===== src/hw/dlsb_pkg.sv =====
package dlsb_pkg;
	// sector geometry, byte positions within a 512-byte log sector
	localparam int unsigned SECTOR_BYTES = 512;
	localparam logic [8:0] POS_LAST = 9'h1ff;
	localparam logic [8:0] POS_FIRST_ENTRY = 9'h002;
	// two header bytes ahead of the first entry of either sector
	localparam logic [8:0] POS_HDR_LO = 9'h000;
	localparam logic [8:0] POS_HDR_HI = 9'h001;
	// error log sector layout
	localparam logic [7:0] ERR_LOG_VERSION = 8'h01;
	localparam int unsigned ERR_ENTRIES = 5;
	localparam logic [2:0] ERR_IDX_MAX = 3'h5;
	localparam logic [6:0] ERR_ENT_LAST_OFF = 7'h59;
	localparam logic [8:0] ERR_CNT_LO_POS = 9'h1c4;
	localparam logic [8:0] ERR_CNT_HI_POS = 9'h1c5;
	// error data structure offsets inside one 90-byte entry
	localparam logic [6:0] ED_REG_FIRST = 7'h3d;
	localparam logic [6:0] ED_REG_LAST = 7'h43;
	localparam logic [6:0] ED_STATE = 7'h57;
	localparam logic [6:0] ED_HOURS_LO = 7'h58;
	localparam logic [6:0] ED_HOURS_HI = 7'h59;
	// device state codes held in the low nibble of the state byte
	localparam logic [3:0] STATE_UNKNOWN = 4'h0;
	localparam logic [3:0] STATE_SLEEP = 4'h1;
	localparam logic [3:0] STATE_STANDBY = 4'h2;
	localparam logic [3:0] STATE_ACTIVE = 4'h3;
	localparam logic [3:0] STATE_SELFTEST = 4'h4;
	// vendor part of the state byte and of the hw-reset register image
	localparam logic [3:0] STATE_VENDOR_NIBBLE = 4'h0;
	localparam logic [7:0] HWRST_VENDOR_BYTE = 8'h00;
	localparam logic [15:0] ERR_CNT_MAX = 16'hffff;
	// self-test log sector layout
	localparam logic [15:0] ST_REVISION = 16'h0001;
	localparam int unsigned ST_ENTRIES = 21;
	localparam logic [4:0] ST_IDX_MAX = 5'h15;
	localparam logic [6:0] ST_ENT_LAST_OFF = 7'h17;
	localparam logic [8:0] ST_DESC_END_POS = 9'h1fa;
	localparam logic [8:0] ST_INDEX_POS = 9'h1fc;
	// field offsets inside one 24-byte self-test descriptor, lba low byte first
	localparam logic [6:0] DS_SECTOR = 7'h00;
	localparam logic [6:0] DS_STATUS = 7'h01;
	localparam logic [6:0] DS_HOURS_LO = 7'h02;
	localparam logic [6:0] DS_HOURS_HI = 7'h03;
	localparam logic [6:0] DS_CKPT = 7'h04;
	localparam logic [6:0] DS_LBA_B0 = 7'h05;
	localparam logic [6:0] DS_LBA_B1 = 7'h06;
	localparam logic [6:0] DS_LBA_B2 = 7'h07;
	localparam logic [6:0] DS_LBA_B3 = 7'h08;
	// log selection on a read request
	localparam logic LOG_SEL_ERROR = 1'b0;
	localparam logic LOG_SEL_SELFTEST = 1'b1;
endpackage


===== src/hw/dlsb_byte_if.sv =====
`timescale 1ns/100ps
// byte stream from the sector builder into the checksum stage and back out
interface dlsb_byte_if;
	logic in_valid;
	logic [7:0] in_data;
	logic in_last;
	logic out_valid;
	logic [7:0] out_data;
	logic out_last;
	modport builder (output in_valid, output in_data, output in_last,
		input out_valid, input out_data, input out_last);
	modport tx (input in_valid, input in_data, input in_last,
		output out_valid, output out_data, output out_last);
endinterface


===== src/hw/dlsb_log_builder.sv =====
`timescale 1ns/100ps
// Behaviour
// RULE1: entry offset n reserved; n+1..n+7 hold completion register image.
// RULE2: for a hardware reset, n+1..n+7 carry a vendor value instead.
// RULE3: offsets n+8..n+26 of an error entry are vendor extended info.
// RULE4: n+27 low nibble holds device state when command accepted; hardware-reset entries store DEV_STATE_IN at the reset instead.
// RULE5: upper nibble of the state byte is a vendor value.
// RULE6: n+28/n+29 hold lifetime hours at completion, low byte first.
// RULE7: keep a lifetime count of device-caused errors in the error sector.
// RULE8: errors from faulty host requests never bump the count.
// RULE9: the device error count saturates at its maximum.
// RULE10: byte 511 is the negated mod-256 sum of bytes 0..510.
// RULE11: self-test sector bytes 0-1 carry revision 0001h.
// RULE12: 24-byte descriptors from byte 2; index at 508; 506-507 and 509-510 filler.
// RULE13: descriptors wrap: the 22nd result overwrites the first.
// RULE14: unused descriptors read as all zero bytes.
// RULE15: index is 0 when empty, then 1..21, wrapping back to 1.
// RULE16: descriptor: sector, status, hours, checkpoint, failing LBA, vendor.
// RULE17: descriptor sector number is captured when the test is issued.
// RULE18: hours, status and checkpoint are captured at test completion.
// RULE19: failing LBA is the first uncorrectable sector, else undefined.
// RULE20: error log keeps last five entries circularly, unused zero filled.
// RULE21: checksum accumulates during streaming and goes out as last byte.
// RULE22: index and descriptor are written on the same clock edge.
module dlsb_log_builder
(
	input wire logic CORE_CLK_IN,
	input wire logic RESETN_IN,
	input wire logic CMD_ACCEPT_IN,
	input wire logic [3:0] DEV_STATE_IN,
	input wire logic ERR_EVENT_IN,
	input wire logic ERR_HOST_FAULT_IN,
	input wire logic ERR_HW_RESET_IN,
	input wire logic [55:0] ERR_REGS_IN,
	input wire logic [15:0] LIFE_HOURS_IN,
	input wire logic ST_ISSUE_IN,
	input wire logic [7:0] ST_SECTOR_IN,
	input wire logic ST_DONE_IN,
	input wire logic [7:0] ST_STATUS_IN,
	input wire logic [7:0] ST_CHECKPOINT_IN,
	input wire logic [31:0] ST_FAIL_LBA_IN,
	input wire logic RD_REQ_IN,
	input wire logic RD_SEL_IN,
	output logic RD_BUSY_OUT,
	output logic RD_VALID_OUT,
	output logic [7:0] RD_DATA_OUT,
	output logic RD_LAST_OUT
);
	import dlsb_pkg::*;

	typedef enum logic {DLSB_IDLE, DLSB_STREAM} dlsb_state_t;

	dlsb_state_t state_reg;
	logic sel_reg;
	logic busy_reg;
	logic [8:0] pos_reg;
	logic [4:0] ent_reg;
	logic [6:0] off_reg;
	logic [7:0] byte_val;
	logic start;

	// error log storage
	logic [55:0] err_regs_mem [ERR_ENTRIES];
	logic [7:0] err_state_mem [ERR_ENTRIES];
	logic [15:0] err_hours_mem [ERR_ENTRIES];
	logic [ERR_ENTRIES-1:0] err_used_reg;
	logic [2:0] err_idx_reg;
	logic [2:0] err_idx_next;
	logic [15:0] err_cnt_reg;
	logic [3:0] acc_state_reg;
	logic err_log;

	// self-test log storage
	logic [7:0] st_sec_mem [ST_ENTRIES];
	logic [7:0] st_stat_mem [ST_ENTRIES];
	logic [15:0] st_hours_mem [ST_ENTRIES];
	logic [7:0] st_ckpt_mem [ST_ENTRIES];
	logic [31:0] st_lba_mem [ST_ENTRIES];
	logic [ST_ENTRIES-1:0] st_used_reg;
	logic [4:0] st_idx_reg;
	logic [4:0] st_idx_next;
	logic [7:0] st_pend_sec_reg;

	dlsb_byte_if link ();

	////////////////////////////////////////////////////////////////////////
	// device state latched at command acceptance
	always_ff @(posedge CORE_CLK_IN)
	begin
		if (!RESETN_IN)
			acc_state_reg <= STATE_UNKNOWN;
		else if (CMD_ACCEPT_IN)
			acc_state_reg <= DEV_STATE_IN; // RULE4
	end

	// host-caused errors are kept out of the log altogether
	assign err_log = ERR_EVENT_IN & ~ERR_HOST_FAULT_IN;
	assign err_idx_next = (err_idx_reg == ERR_IDX_MAX) ? 3'h1 : err_idx_reg + 3'h1;

	// error entry write; index and entry move together
	always_ff @(posedge CORE_CLK_IN)
	begin
		if (!RESETN_IN)
		begin
			err_idx_reg <= 3'h0;
			err_used_reg <= '0;
		end
		else if (err_log)
		begin
			err_idx_reg <= err_idx_next; // RULE20
			err_used_reg[err_idx_next - 3'h1] <= 1'b1;
		end
	end

	// entry contents are not reset: the used bits hide stale data
	always_ff @(posedge CORE_CLK_IN)
	begin
		if (err_log)
		begin
			if (ERR_HW_RESET_IN)
				err_regs_mem[err_idx_next - 3'h1] <= {7{HWRST_VENDOR_BYTE}}; // RULE2
			else
				err_regs_mem[err_idx_next - 3'h1] <= ERR_REGS_IN; // RULE1
			err_state_mem[err_idx_next - 3'h1] <= {STATE_VENDOR_NIBBLE, // RULE5
				ERR_HW_RESET_IN ? DEV_STATE_IN : acc_state_reg}; // RULE4
			err_hours_mem[err_idx_next - 3'h1] <= LIFE_HOURS_IN; // RULE6
		end
	end

	// lifetime count, resets count as events but not as device errors
	always_ff @(posedge CORE_CLK_IN)
	begin
		if (!RESETN_IN)
			err_cnt_reg <= 16'h0000;
		else if (err_log && !ERR_HW_RESET_IN && err_cnt_reg != ERR_CNT_MAX) // RULE8 RULE9
			err_cnt_reg <= err_cnt_reg + 16'h0001; // RULE7
	end

	////////////////////////////////////////////////////////////////////////
	// sector number captured when the test subcommand is issued
	always_ff @(posedge CORE_CLK_IN)
	begin
		if (!RESETN_IN)
			st_pend_sec_reg <= 8'h00;
		else if (ST_ISSUE_IN)
			st_pend_sec_reg <= ST_SECTOR_IN; // RULE17
	end

	assign st_idx_next = (st_idx_reg == ST_IDX_MAX) ? 5'h01 : st_idx_reg + 5'h01; // RULE13

	// index and used bit change on the same edge as the descriptor
	always_ff @(posedge CORE_CLK_IN)
	begin
		if (!RESETN_IN)
		begin
			st_idx_reg <= 5'h00; // RULE15
			st_used_reg <= '0; // RULE14
		end
		else if (ST_DONE_IN)
		begin
			st_idx_reg <= st_idx_next; // RULE15 RULE22
			st_used_reg[st_idx_next - 5'h01] <= 1'b1;
		end
	end

	// completion-time fields; lba is whatever the test reports
	always_ff @(posedge CORE_CLK_IN)
	begin
		if (ST_DONE_IN)
		begin
			st_sec_mem[st_idx_next - 5'h01] <= st_pend_sec_reg; // RULE16 RULE22
			st_stat_mem[st_idx_next - 5'h01] <= ST_STATUS_IN; // RULE18
			st_hours_mem[st_idx_next - 5'h01] <= LIFE_HOURS_IN; // RULE18
			st_ckpt_mem[st_idx_next - 5'h01] <= ST_CHECKPOINT_IN; // RULE18
			st_lba_mem[st_idx_next - 5'h01] <= ST_FAIL_LBA_IN; // RULE19
		end
	end

	////////////////////////////////////////////////////////////////////////
	// read sequencer: one byte a cycle, no stall, requests while busy dropped
	assign start = (state_reg == DLSB_IDLE) && RD_REQ_IN;

	always_ff @(posedge CORE_CLK_IN)
	begin
		if (!RESETN_IN)
		begin
			state_reg <= DLSB_IDLE;
			busy_reg <= 1'b0;
			sel_reg <= LOG_SEL_ERROR;
		end
		else
		begin
			unique case (state_reg)
				DLSB_IDLE:
				begin
					if (RD_REQ_IN)
					begin
						state_reg <= DLSB_STREAM;
						busy_reg <= 1'b1;
						sel_reg <= RD_SEL_IN;
					end
				end
				DLSB_STREAM:
				begin
					if (pos_reg == POS_LAST)
					begin
						state_reg <= DLSB_IDLE;
						busy_reg <= 1'b0;
					end
				end
			endcase
		end
	end

	// byte position plus entry/offset counters, avoiding a divider
	always_ff @(posedge CORE_CLK_IN)
	begin
		if (!RESETN_IN || start)
		begin
			pos_reg <= 9'h000;
			ent_reg <= 5'h00;
			off_reg <= 7'h00;
		end
		else if (state_reg == DLSB_STREAM)
		begin
			pos_reg <= pos_reg + 9'h001;
			if (pos_reg >= POS_FIRST_ENTRY)
			begin
				if (off_reg == ((sel_reg == LOG_SEL_ERROR) ? ERR_ENT_LAST_OFF : ST_ENT_LAST_OFF))
				begin
					off_reg <= 7'h00;
					ent_reg <= ent_reg + 5'h01;
				end
				else
					off_reg <= off_reg + 7'h01;
			end
		end
	end

	////////////////////////////////////////////////////////////////////////
	// sector content at the current position; anything unnamed reads zero
	always_comb
	begin
		byte_val = 8'h00;
		if (sel_reg == LOG_SEL_ERROR)
		begin
			if (pos_reg == POS_HDR_LO)
				byte_val = ERR_LOG_VERSION;
			else if (pos_reg == POS_HDR_HI)
				byte_val = {5'h00, err_idx_reg};
			else if (pos_reg < ERR_CNT_LO_POS)
			begin
				if (err_used_reg[ent_reg[2:0]]) // RULE20
				begin
					// offsets below the register image and n+8..n+26 stay zero
					if (off_reg >= ED_REG_FIRST && off_reg <= ED_REG_LAST) // RULE1 RULE3
						byte_val = err_regs_mem[ent_reg[2:0]][{3'(off_reg - ED_REG_FIRST), 3'h0} +: 8];
					else if (off_reg == ED_STATE)
						byte_val = err_state_mem[ent_reg[2:0]]; // RULE4
					else if (off_reg == ED_HOURS_LO)
						byte_val = err_hours_mem[ent_reg[2:0]][7:0]; // RULE6
					else if (off_reg == ED_HOURS_HI)
						byte_val = err_hours_mem[ent_reg[2:0]][15:8]; // RULE6
				end
			end
			else if (pos_reg == ERR_CNT_LO_POS)
				byte_val = err_cnt_reg[7:0]; // RULE7
			else if (pos_reg == ERR_CNT_HI_POS)
				byte_val = err_cnt_reg[15:8]; // RULE7
		end
		else
		begin
			if (pos_reg == POS_HDR_LO)
				byte_val = ST_REVISION[7:0]; // RULE11
			else if (pos_reg == POS_HDR_HI)
				byte_val = ST_REVISION[15:8]; // RULE11
			else if (pos_reg < ST_DESC_END_POS)
			begin
				if (st_used_reg[ent_reg]) // RULE14
				begin
					unique case (off_reg)
						DS_SECTOR: byte_val = st_sec_mem[ent_reg]; // RULE16
						DS_STATUS: byte_val = st_stat_mem[ent_reg];
						DS_HOURS_LO: byte_val = st_hours_mem[ent_reg][7:0];
						DS_HOURS_HI: byte_val = st_hours_mem[ent_reg][15:8];
						DS_CKPT: byte_val = st_ckpt_mem[ent_reg];
						DS_LBA_B0: byte_val = st_lba_mem[ent_reg][7:0];
						DS_LBA_B1: byte_val = st_lba_mem[ent_reg][15:8];
						DS_LBA_B2: byte_val = st_lba_mem[ent_reg][23:16];
						DS_LBA_B3: byte_val = st_lba_mem[ent_reg][31:24];
						default: byte_val = 8'h00;
					endcase
				end
			end
			else if (pos_reg == ST_INDEX_POS)
				byte_val = {3'h0, st_idx_reg}; // RULE12 RULE15
		end
	end

	assign link.in_valid = (state_reg == DLSB_STREAM);
	assign link.in_data = byte_val;
	assign link.in_last = (pos_reg == POS_LAST); // RULE10 RULE21

	// checksum stage; its outputs are flops and feed the pins directly
	dlsb_sector_tx u_tx
	(
		.clk_in(CORE_CLK_IN),
		.resetn_in(RESETN_IN),
		.bus(link.tx)
	);

	assign RD_BUSY_OUT = busy_reg;
	assign RD_VALID_OUT = link.out_valid;
	assign RD_DATA_OUT = link.out_data;
	assign RD_LAST_OUT = link.out_last;

	////////////////////////////////////////////////////////////////////////
	property p_cnt_inc;
		@(posedge CORE_CLK_IN) disable iff (!RESETN_IN)
		(err_log && !ERR_HW_RESET_IN && err_cnt_reg != ERR_CNT_MAX)
			|=> (err_cnt_reg == $past(err_cnt_reg) + 16'h0001);
	endproperty
	a_cnt_inc: assert property (p_cnt_inc) // RULE7
		else $error("device error count did not advance");

	property p_cnt_host;
		@(posedge CORE_CLK_IN) disable iff (!RESETN_IN)
		(ERR_EVENT_IN && ERR_HOST_FAULT_IN) |=> $stable(err_cnt_reg) && $stable(err_idx_reg);
	endproperty
	a_cnt_host: assert property (p_cnt_host) // RULE8
		else $error("host fault changed the error log");

	property p_cnt_sat;
		@(posedge CORE_CLK_IN) disable iff (!RESETN_IN)
		(err_cnt_reg == ERR_CNT_MAX) |=> (err_cnt_reg == ERR_CNT_MAX);
	endproperty
	a_cnt_sat: assert property (p_cnt_sat) // RULE9
		else $error("device error count left its maximum");

	property p_err_wrap;
		@(posedge CORE_CLK_IN) disable iff (!RESETN_IN)
		(err_log && err_idx_reg == ERR_IDX_MAX) |=> (err_idx_reg == 3'h1);
	endproperty
	a_err_wrap: assert property (p_err_wrap) // RULE20
		else $error("error index did not wrap to one");

	property p_st_adv;
		@(posedge CORE_CLK_IN) disable iff (!RESETN_IN)
		(ST_DONE_IN && st_idx_reg != ST_IDX_MAX)
			|=> (st_idx_reg == $past(st_idx_reg) + 5'h01) && st_used_reg[st_idx_reg - 5'h01];
	endproperty
	a_st_adv: assert property (p_st_adv) // RULE22
		else $error("self-test index and entry out of step");

	property p_st_wrap;
		@(posedge CORE_CLK_IN) disable iff (!RESETN_IN)
		(ST_DONE_IN && st_idx_reg == ST_IDX_MAX) |=> (st_idx_reg == 5'h01);
	endproperty
	a_st_wrap: assert property (p_st_wrap) // RULE15
		else $error("self-test index did not wrap to one");

	property p_st_sector;
		@(posedge CORE_CLK_IN) disable iff (!RESETN_IN)
		(ST_DONE_IN && !ST_ISSUE_IN) |=> (st_sec_mem[st_idx_reg - 5'h01] == $past(st_pend_sec_reg));
	endproperty
	a_st_sector: assert property (p_st_sector) // RULE17
		else $error("descriptor sector number not from issue time");

	property p_rev_word;
		@(posedge CORE_CLK_IN) disable iff (!RESETN_IN)
		(link.in_valid && sel_reg == LOG_SEL_SELFTEST && pos_reg == POS_HDR_LO)
			|-> (byte_val == ST_REVISION[7:0]) ##1 (byte_val == ST_REVISION[15:8]);
	endproperty
	a_rev_word: assert property (p_rev_word) // RULE11
		else $error("self-test revision word wrong");

	property p_st_unused;
		@(posedge CORE_CLK_IN) disable iff (!RESETN_IN)
		(link.in_valid && sel_reg == LOG_SEL_SELFTEST && pos_reg >= POS_FIRST_ENTRY
			&& pos_reg < ST_DESC_END_POS && !st_used_reg[ent_reg]) |-> (byte_val == 8'h00);
	endproperty
	a_st_unused: assert property (p_st_unused) // RULE14
		else $error("unused descriptor not zero");

	property p_stream_len;
		@(posedge CORE_CLK_IN) disable iff (!RESETN_IN)
		start |-> ##[513:513] RD_LAST_OUT;
	endproperty
	a_stream_len: assert property (p_stream_len) // RULE21
		else $error("checksum byte not last of 512");
endmodule


===== src/hw/dlsb_sector_tx.sv =====
`timescale 1ns/100ps
module dlsb_sector_tx
(
	input wire logic clk_in,
	input wire logic resetn_in,
	dlsb_byte_if.tx bus
);
	import dlsb_pkg::*;

	logic [7:0] sum_reg;
	logic [7:0] chk_sum_reg;
	logic [7:0] chk_total;

	////////////////////////////////////////////////////////////////////////
	// running sum of bytes 0..510, byte 511 replaced by its negation
	always_ff @(posedge clk_in)
	begin
		if (!resetn_in)
		begin
			sum_reg <= 8'h00;
			bus.out_valid <= 1'b0;
			bus.out_data <= 8'h00;
			bus.out_last <= 1'b0;
		end
		else
		begin
			bus.out_valid <= bus.in_valid;
			bus.out_last <= bus.in_valid & bus.in_last;
			if (bus.in_valid)
			begin
				if (bus.in_last)
				begin
					bus.out_data <= 8'h00 - sum_reg; // RULE10 RULE21
					sum_reg <= 8'h00;
				end
				else
				begin
					bus.out_data <= bus.in_data;
					sum_reg <= sum_reg + bus.in_data; // RULE21
				end
			end
		end
	end

	////////////////////////////////////////////////////////////////////////
	// checker helper: sum of what actually left the stage
	always_ff @(posedge clk_in)
	begin
		if (!resetn_in)
			chk_sum_reg <= 8'h00;
		else if (bus.out_valid)
			chk_sum_reg <= bus.out_last ? 8'h00 : chk_total;
	end
	assign chk_total = chk_sum_reg + bus.out_data;

	property p_sector_sums_zero;
		@(posedge clk_in) disable iff (!resetn_in)
		(bus.out_valid && bus.out_last) |-> (chk_total == 8'h00);
	endproperty
	a_sector_sums_zero: assert property (p_sector_sums_zero) // RULE10
		else $error("sector bytes do not sum to zero");
endmodule


===== config.mk =====
export PLATFORM = sky130hd
export DESIGN_NAME = dlsb_log_builder
export DESIGN_NICKNAME = d
export VERILOG_FILES = /design/src/hw/dlsb_pkg.sv /design/src/hw/dlsb_byte_if.sv /design/src/hw/dlsb_log_builder.sv /design/src/hw/dlsb_sector_tx.sv
export SDC_FILE = /design/constraint.sdc
export NUM_CORES = 2
export LEC_CHECK = 0
export BUFFER_PORTS_ARGS = -buffer_cell sky130_fd_sc_hd__buf_2
export CAP_MARGIN = 20
export CORE_UTILIZATION = 55
export DETAILED_ROUTE_END_ITERATION = 6
export GPL_TIMING_DRIVEN = 0
export MAX_ROUTING_LAYER = met4
export PLACE_DENSITY = 0.79
export SLEW_MARGIN = 20
export SYNTH_ARGS = -nofsm -noshare
export SYNTH_HDL_FRONTEND = slang
export SYNTH_SLANG_ARGS = --single-unit

===== constraint.sdc =====
create_clock -name CORE_CLK_IN -period 8.6 [get_ports CORE_CLK_IN]
set_input_delay 0 -clock CORE_CLK_IN [delete_from_list [all_inputs] [get_ports CORE_CLK_IN]]
set_output_delay 0 -clock CORE_CLK_IN [all_outputs]
set_load 0.1 [all_outputs]

==> impl_metrics.yaml <==
outcome:
  outcome: "finished, violations left"
  violations: "design-rule violations"
routing:
  wl_per_cell_microns: 40.0
  vias: 47300
  drc_errors: 13
  first_pass_iters: 7
  viasPerCell: 7.19
  routed_wl_microns: 263000
  drt_iter0_markers: 9510
  drtAntennaViolNets: 0
synthesis:
  ys_warn_count: 0
  synth_cell_type_count: 83
  yosys.area.top_type: "edfxtp_1"
  netlist.area_leader.share_pct: 72.3
  synth.cell_area_sq_um: 78600
  synth_edf_count: 1892
  ys_seq_area_share_pct: 75.1
  ys_ff_latch: 2001
  syn_inst: 3798
  synthFlopType: "edfxtp_1"
  ys_top_cells_by_area: "edfxtp_1, mux4_2, dfxtp_1"
  postSynth.asyncResetShare_pct: 0
  syn_nets: 3963
  syn_area_per_cell_sq_um: 20.7
final_layout:
  seq_area_sq_um: 59000
  top_regs: "st_lba_mem (672), st_hours_mem (336), err_regs_mem (280)"
  n_fill_cell: 8628
  drive_above_1_share_pct: 27.3
  largest_reg_flops: 672
  nets: 4655
  syn_to_final_growth_pct: 18.0
  regMostFlops: "st_lba_mem"
  multiInputGateArea_sq_um: 18400
  final_area_sq_um: 92700
pwr:
  ir_drop_uv: 179
  p_comb_share_pct: 3.7
  p_sw_share_pct: 21.6
  switching_power_uw: 4280
  internal_power_uw: 15600
  cellPowerDensity_nw_per_um2: 214
  power_frac_clock_pct: 41.7
  p_leak_uw: 0.0303
  seqPwrFrac_pct: 54.6
setup_path:
  crit_required_ns: 9.38
  cp-end-kind: "flop"
  worstSetupPathType: "flop to flop"
  crit_path_start_kind: "flop"
  r2r_cells: 23
  critical_path.max_fanout: 11
  regToRegSetupSlack_ns: 1.08
  r2r-end: "u_tx.sum_reg[7]"
  r2r_start: "off_reg[0]"
  arrival_ns: 8.30
sta:
  skew_ns: 0.0297
  drv_slew: 0
  rsz0062_at_grt: "no"
  worst_slew_pin_slew_ns: 1.36
  min_period_ns: 7.52
  setup_viol: 0
  worst_slack_ns: 1.08
  slew_headroom_pct: 9.13
  whs_ns: 0.112
  hold_viol: 0
  fin_crit_sh_pct: 87.5
  timing.fmax_ghz: 0.133
clock_network:
  cts_buffer_depth: 3
  cts-root-buf: "clkbuf_16"
  clock_latency_ns: 0.84
  postCtsSetupBuffers: 0
  cts_max_level: 4
  clk_transition_reported_paths_ns: 0.07
  hold_buffers: 171
  numCtsBuffers: 190
  cts_tree: "done"
  post_cts_resized: 0
  cts.sinks: 2001
run:
  maxCapViolCount: 0
min_path:
  min_to: "err_regs_mem[4][25]"
  hold_path_depth: 3
  hold_class: "input pin to flop"
  holdCritStartpoint: "ERR_REGS_IN[25]"
die:
  dieHeight_microns: 380
  floorplan.initialDensity_pct: 55.5
  rows: 138
  die_width_microns: 380
  ios: 153
  coreArea_sq_um: 142000
  die_area_sq_um: 144000
global_routing:
  grt_pass1_vias: 45800
  track_usage_pct: 37.4
  overflow: 0
  grt_pass1_wl_microns: 357000
  grt_max_degree: 27
  antenna_found_initial: 27
place:
  dp_hpwl_microns: 162000
  portBuffers: 149
  placed_area_sq_um: 84900
  preCtsSetupSlack_ns: 1.76
  gp_congestion: 0.953
[cell usage after synthesis (all sizes together), types with 6 or more instances]
cell / number
buf: 136
nand3: 40
nand2: 116
ha: 22
a21oi: 66
or3: 7
o22ai: 47
nand4: 19
o22a: 6
o211ai: 6
a31oi: 18
o21a: 31
dfxtp: 109
nand2b: 10
xnor2: 29
nand3b: 12
mux2i: 167
mux4: 481
nor4: 18
a311oi: 6
xor2: 13
o21ai: 53
and2: 80
a211oi: 18
nor2: 87
mux2: 18
clkbuf: 70
nor3: 31
edfxtp: 1892
a22oi: 31
and3: 12
nor2b: 40
inv: 32
[how the worst max path moves through the flow]
stage | startpoint | end | slack [ns] | cells past startpoint
2_1_floorplan | st_idx_reg[0] | st_ckpt_mem[20][0] | 1.71 | 7
3_3_place_gp | st_idx_reg[0] | st_lba_mem[20][3] | -3.54 | 7
3_5_place_dp | off_reg[0] | u_tx.sum_reg[7] | 1.76 | 22
4_1_cts | off_reg[0] | u_tx.sum_reg[7] | 1.75 | 22
5_1_grt | off_reg[0] | u_tx.sum_reg[7] | 1.10 | 23
6_report | off_reg[0] | u_tx.sum_reg[7] | 1.08 | 23
[worst max-delay path, cell delays in order (launching register included)]
cell and delay, ns:
dfxtp_1 0.43, clkbuf_1 0.37, buf_2 0.49, inv_2 0.28, ha_1 0.29, clkbuf_1 0.20, nand3_1 0.21, clkbuf_1 0.96
o22ai_1 0.16, nor3_1 0.36, o211ai_1 0.31, a221oi_1 1.09, nor4_1 0.08, a21o_1 0.26, ha_1 0.29, a21o_1 0.18
a21oi_1 0.23, o21bai_1 0.12, a21oi_1 0.26, o21bai_1 0.10, a21o_1 0.22, nor4b_1 0.29, nand2_1 0.11, nand4_1 0.12
[kinds of logic after synthesis]
group,synth area share (%)
AOI/OAI and AO/OA,2.84
xor gates and xnor gates,0.468
adders and majority gates,0.376
buffers and inverters,1.74
DFF,75.1
muxes,16.2
and+or+nand+nor,3.29
[power by group through the flow]
stage                     combinational (uW)  clock [uW]  sequential, uW
final                                    729        8280           10900
after global routing                     738        8580           10900
after CTS                                693        8210           10800
after detailed placement                 616           0           11000
after global placement                   524           0           11100
after floorplan                          234           0           11100
[layout by cell type, fill, tap and decap left out, types with 20 or more instances in the layout]
master	instances
clkinv_1	42
buf_2	232
o21a_1	31
nand3_1	38
diode_2	39
nor2_1	67
o21ai_0	42
nor2_4	20
buf_12	57
dlygate4sd3_1	171
dfxtp_1	109
buf_6	46
a21oi_1	66
and2_1	80
buf_4	68
nor2b_1	40
inv_1	29
edfxtp_1	1892
clkbuf_1	110
mux2i_1	167
nor3_1	24
ha_1	22
o22ai_1	47
nand2_1	116
clkinv_2	24
a22oi_1	31
mux4_2	481
clkbuf_16	193
xnor2_1	29
buf_16	47
[cell type report]
class                           count  area share, %
Sequential cell                  2001           63.6
Multi-Input combinational cell   1559           19.9
Timing Repair Buffer              500           5.88
Clock buffer                      253           5.53
Tap cell                         1890           2.55
Buffer                            206           1.37
Clock inverter                     99          0.930
Inverter                           32          0.130
Antenna cell                       39          0.105
[metrics by stage]
stage | power [uW] | TNS (ns) | std cells | utilization (%)
6_report | 19900 | 0 | 6579 | 65.5
5_1_grt | 20200 | 0 | 6569 | 65.5
4_1_cts | 19700 | 0 | 6540 | 65.4
3_5_place_dp | 11700 | 0 | 6017 | 60.0
3_3_place_gp | 11600 | -2128.97 | 5837 | 57.7
2_1_floorplan | 11300 | 0 | 3798 | -
[metal layers]
| layer | global-route usage, % | share of wire [%] |
|---|---|---|
| met1 | 44.4 | 31 |
| met4 | 24.6 | 8.5 |
| met5 | - | 0 |
| met3 | 14.1 | 17 |
| met2 | 53.4 | 44 |
No activity file was read; power rests on OpenSTA's default activity.
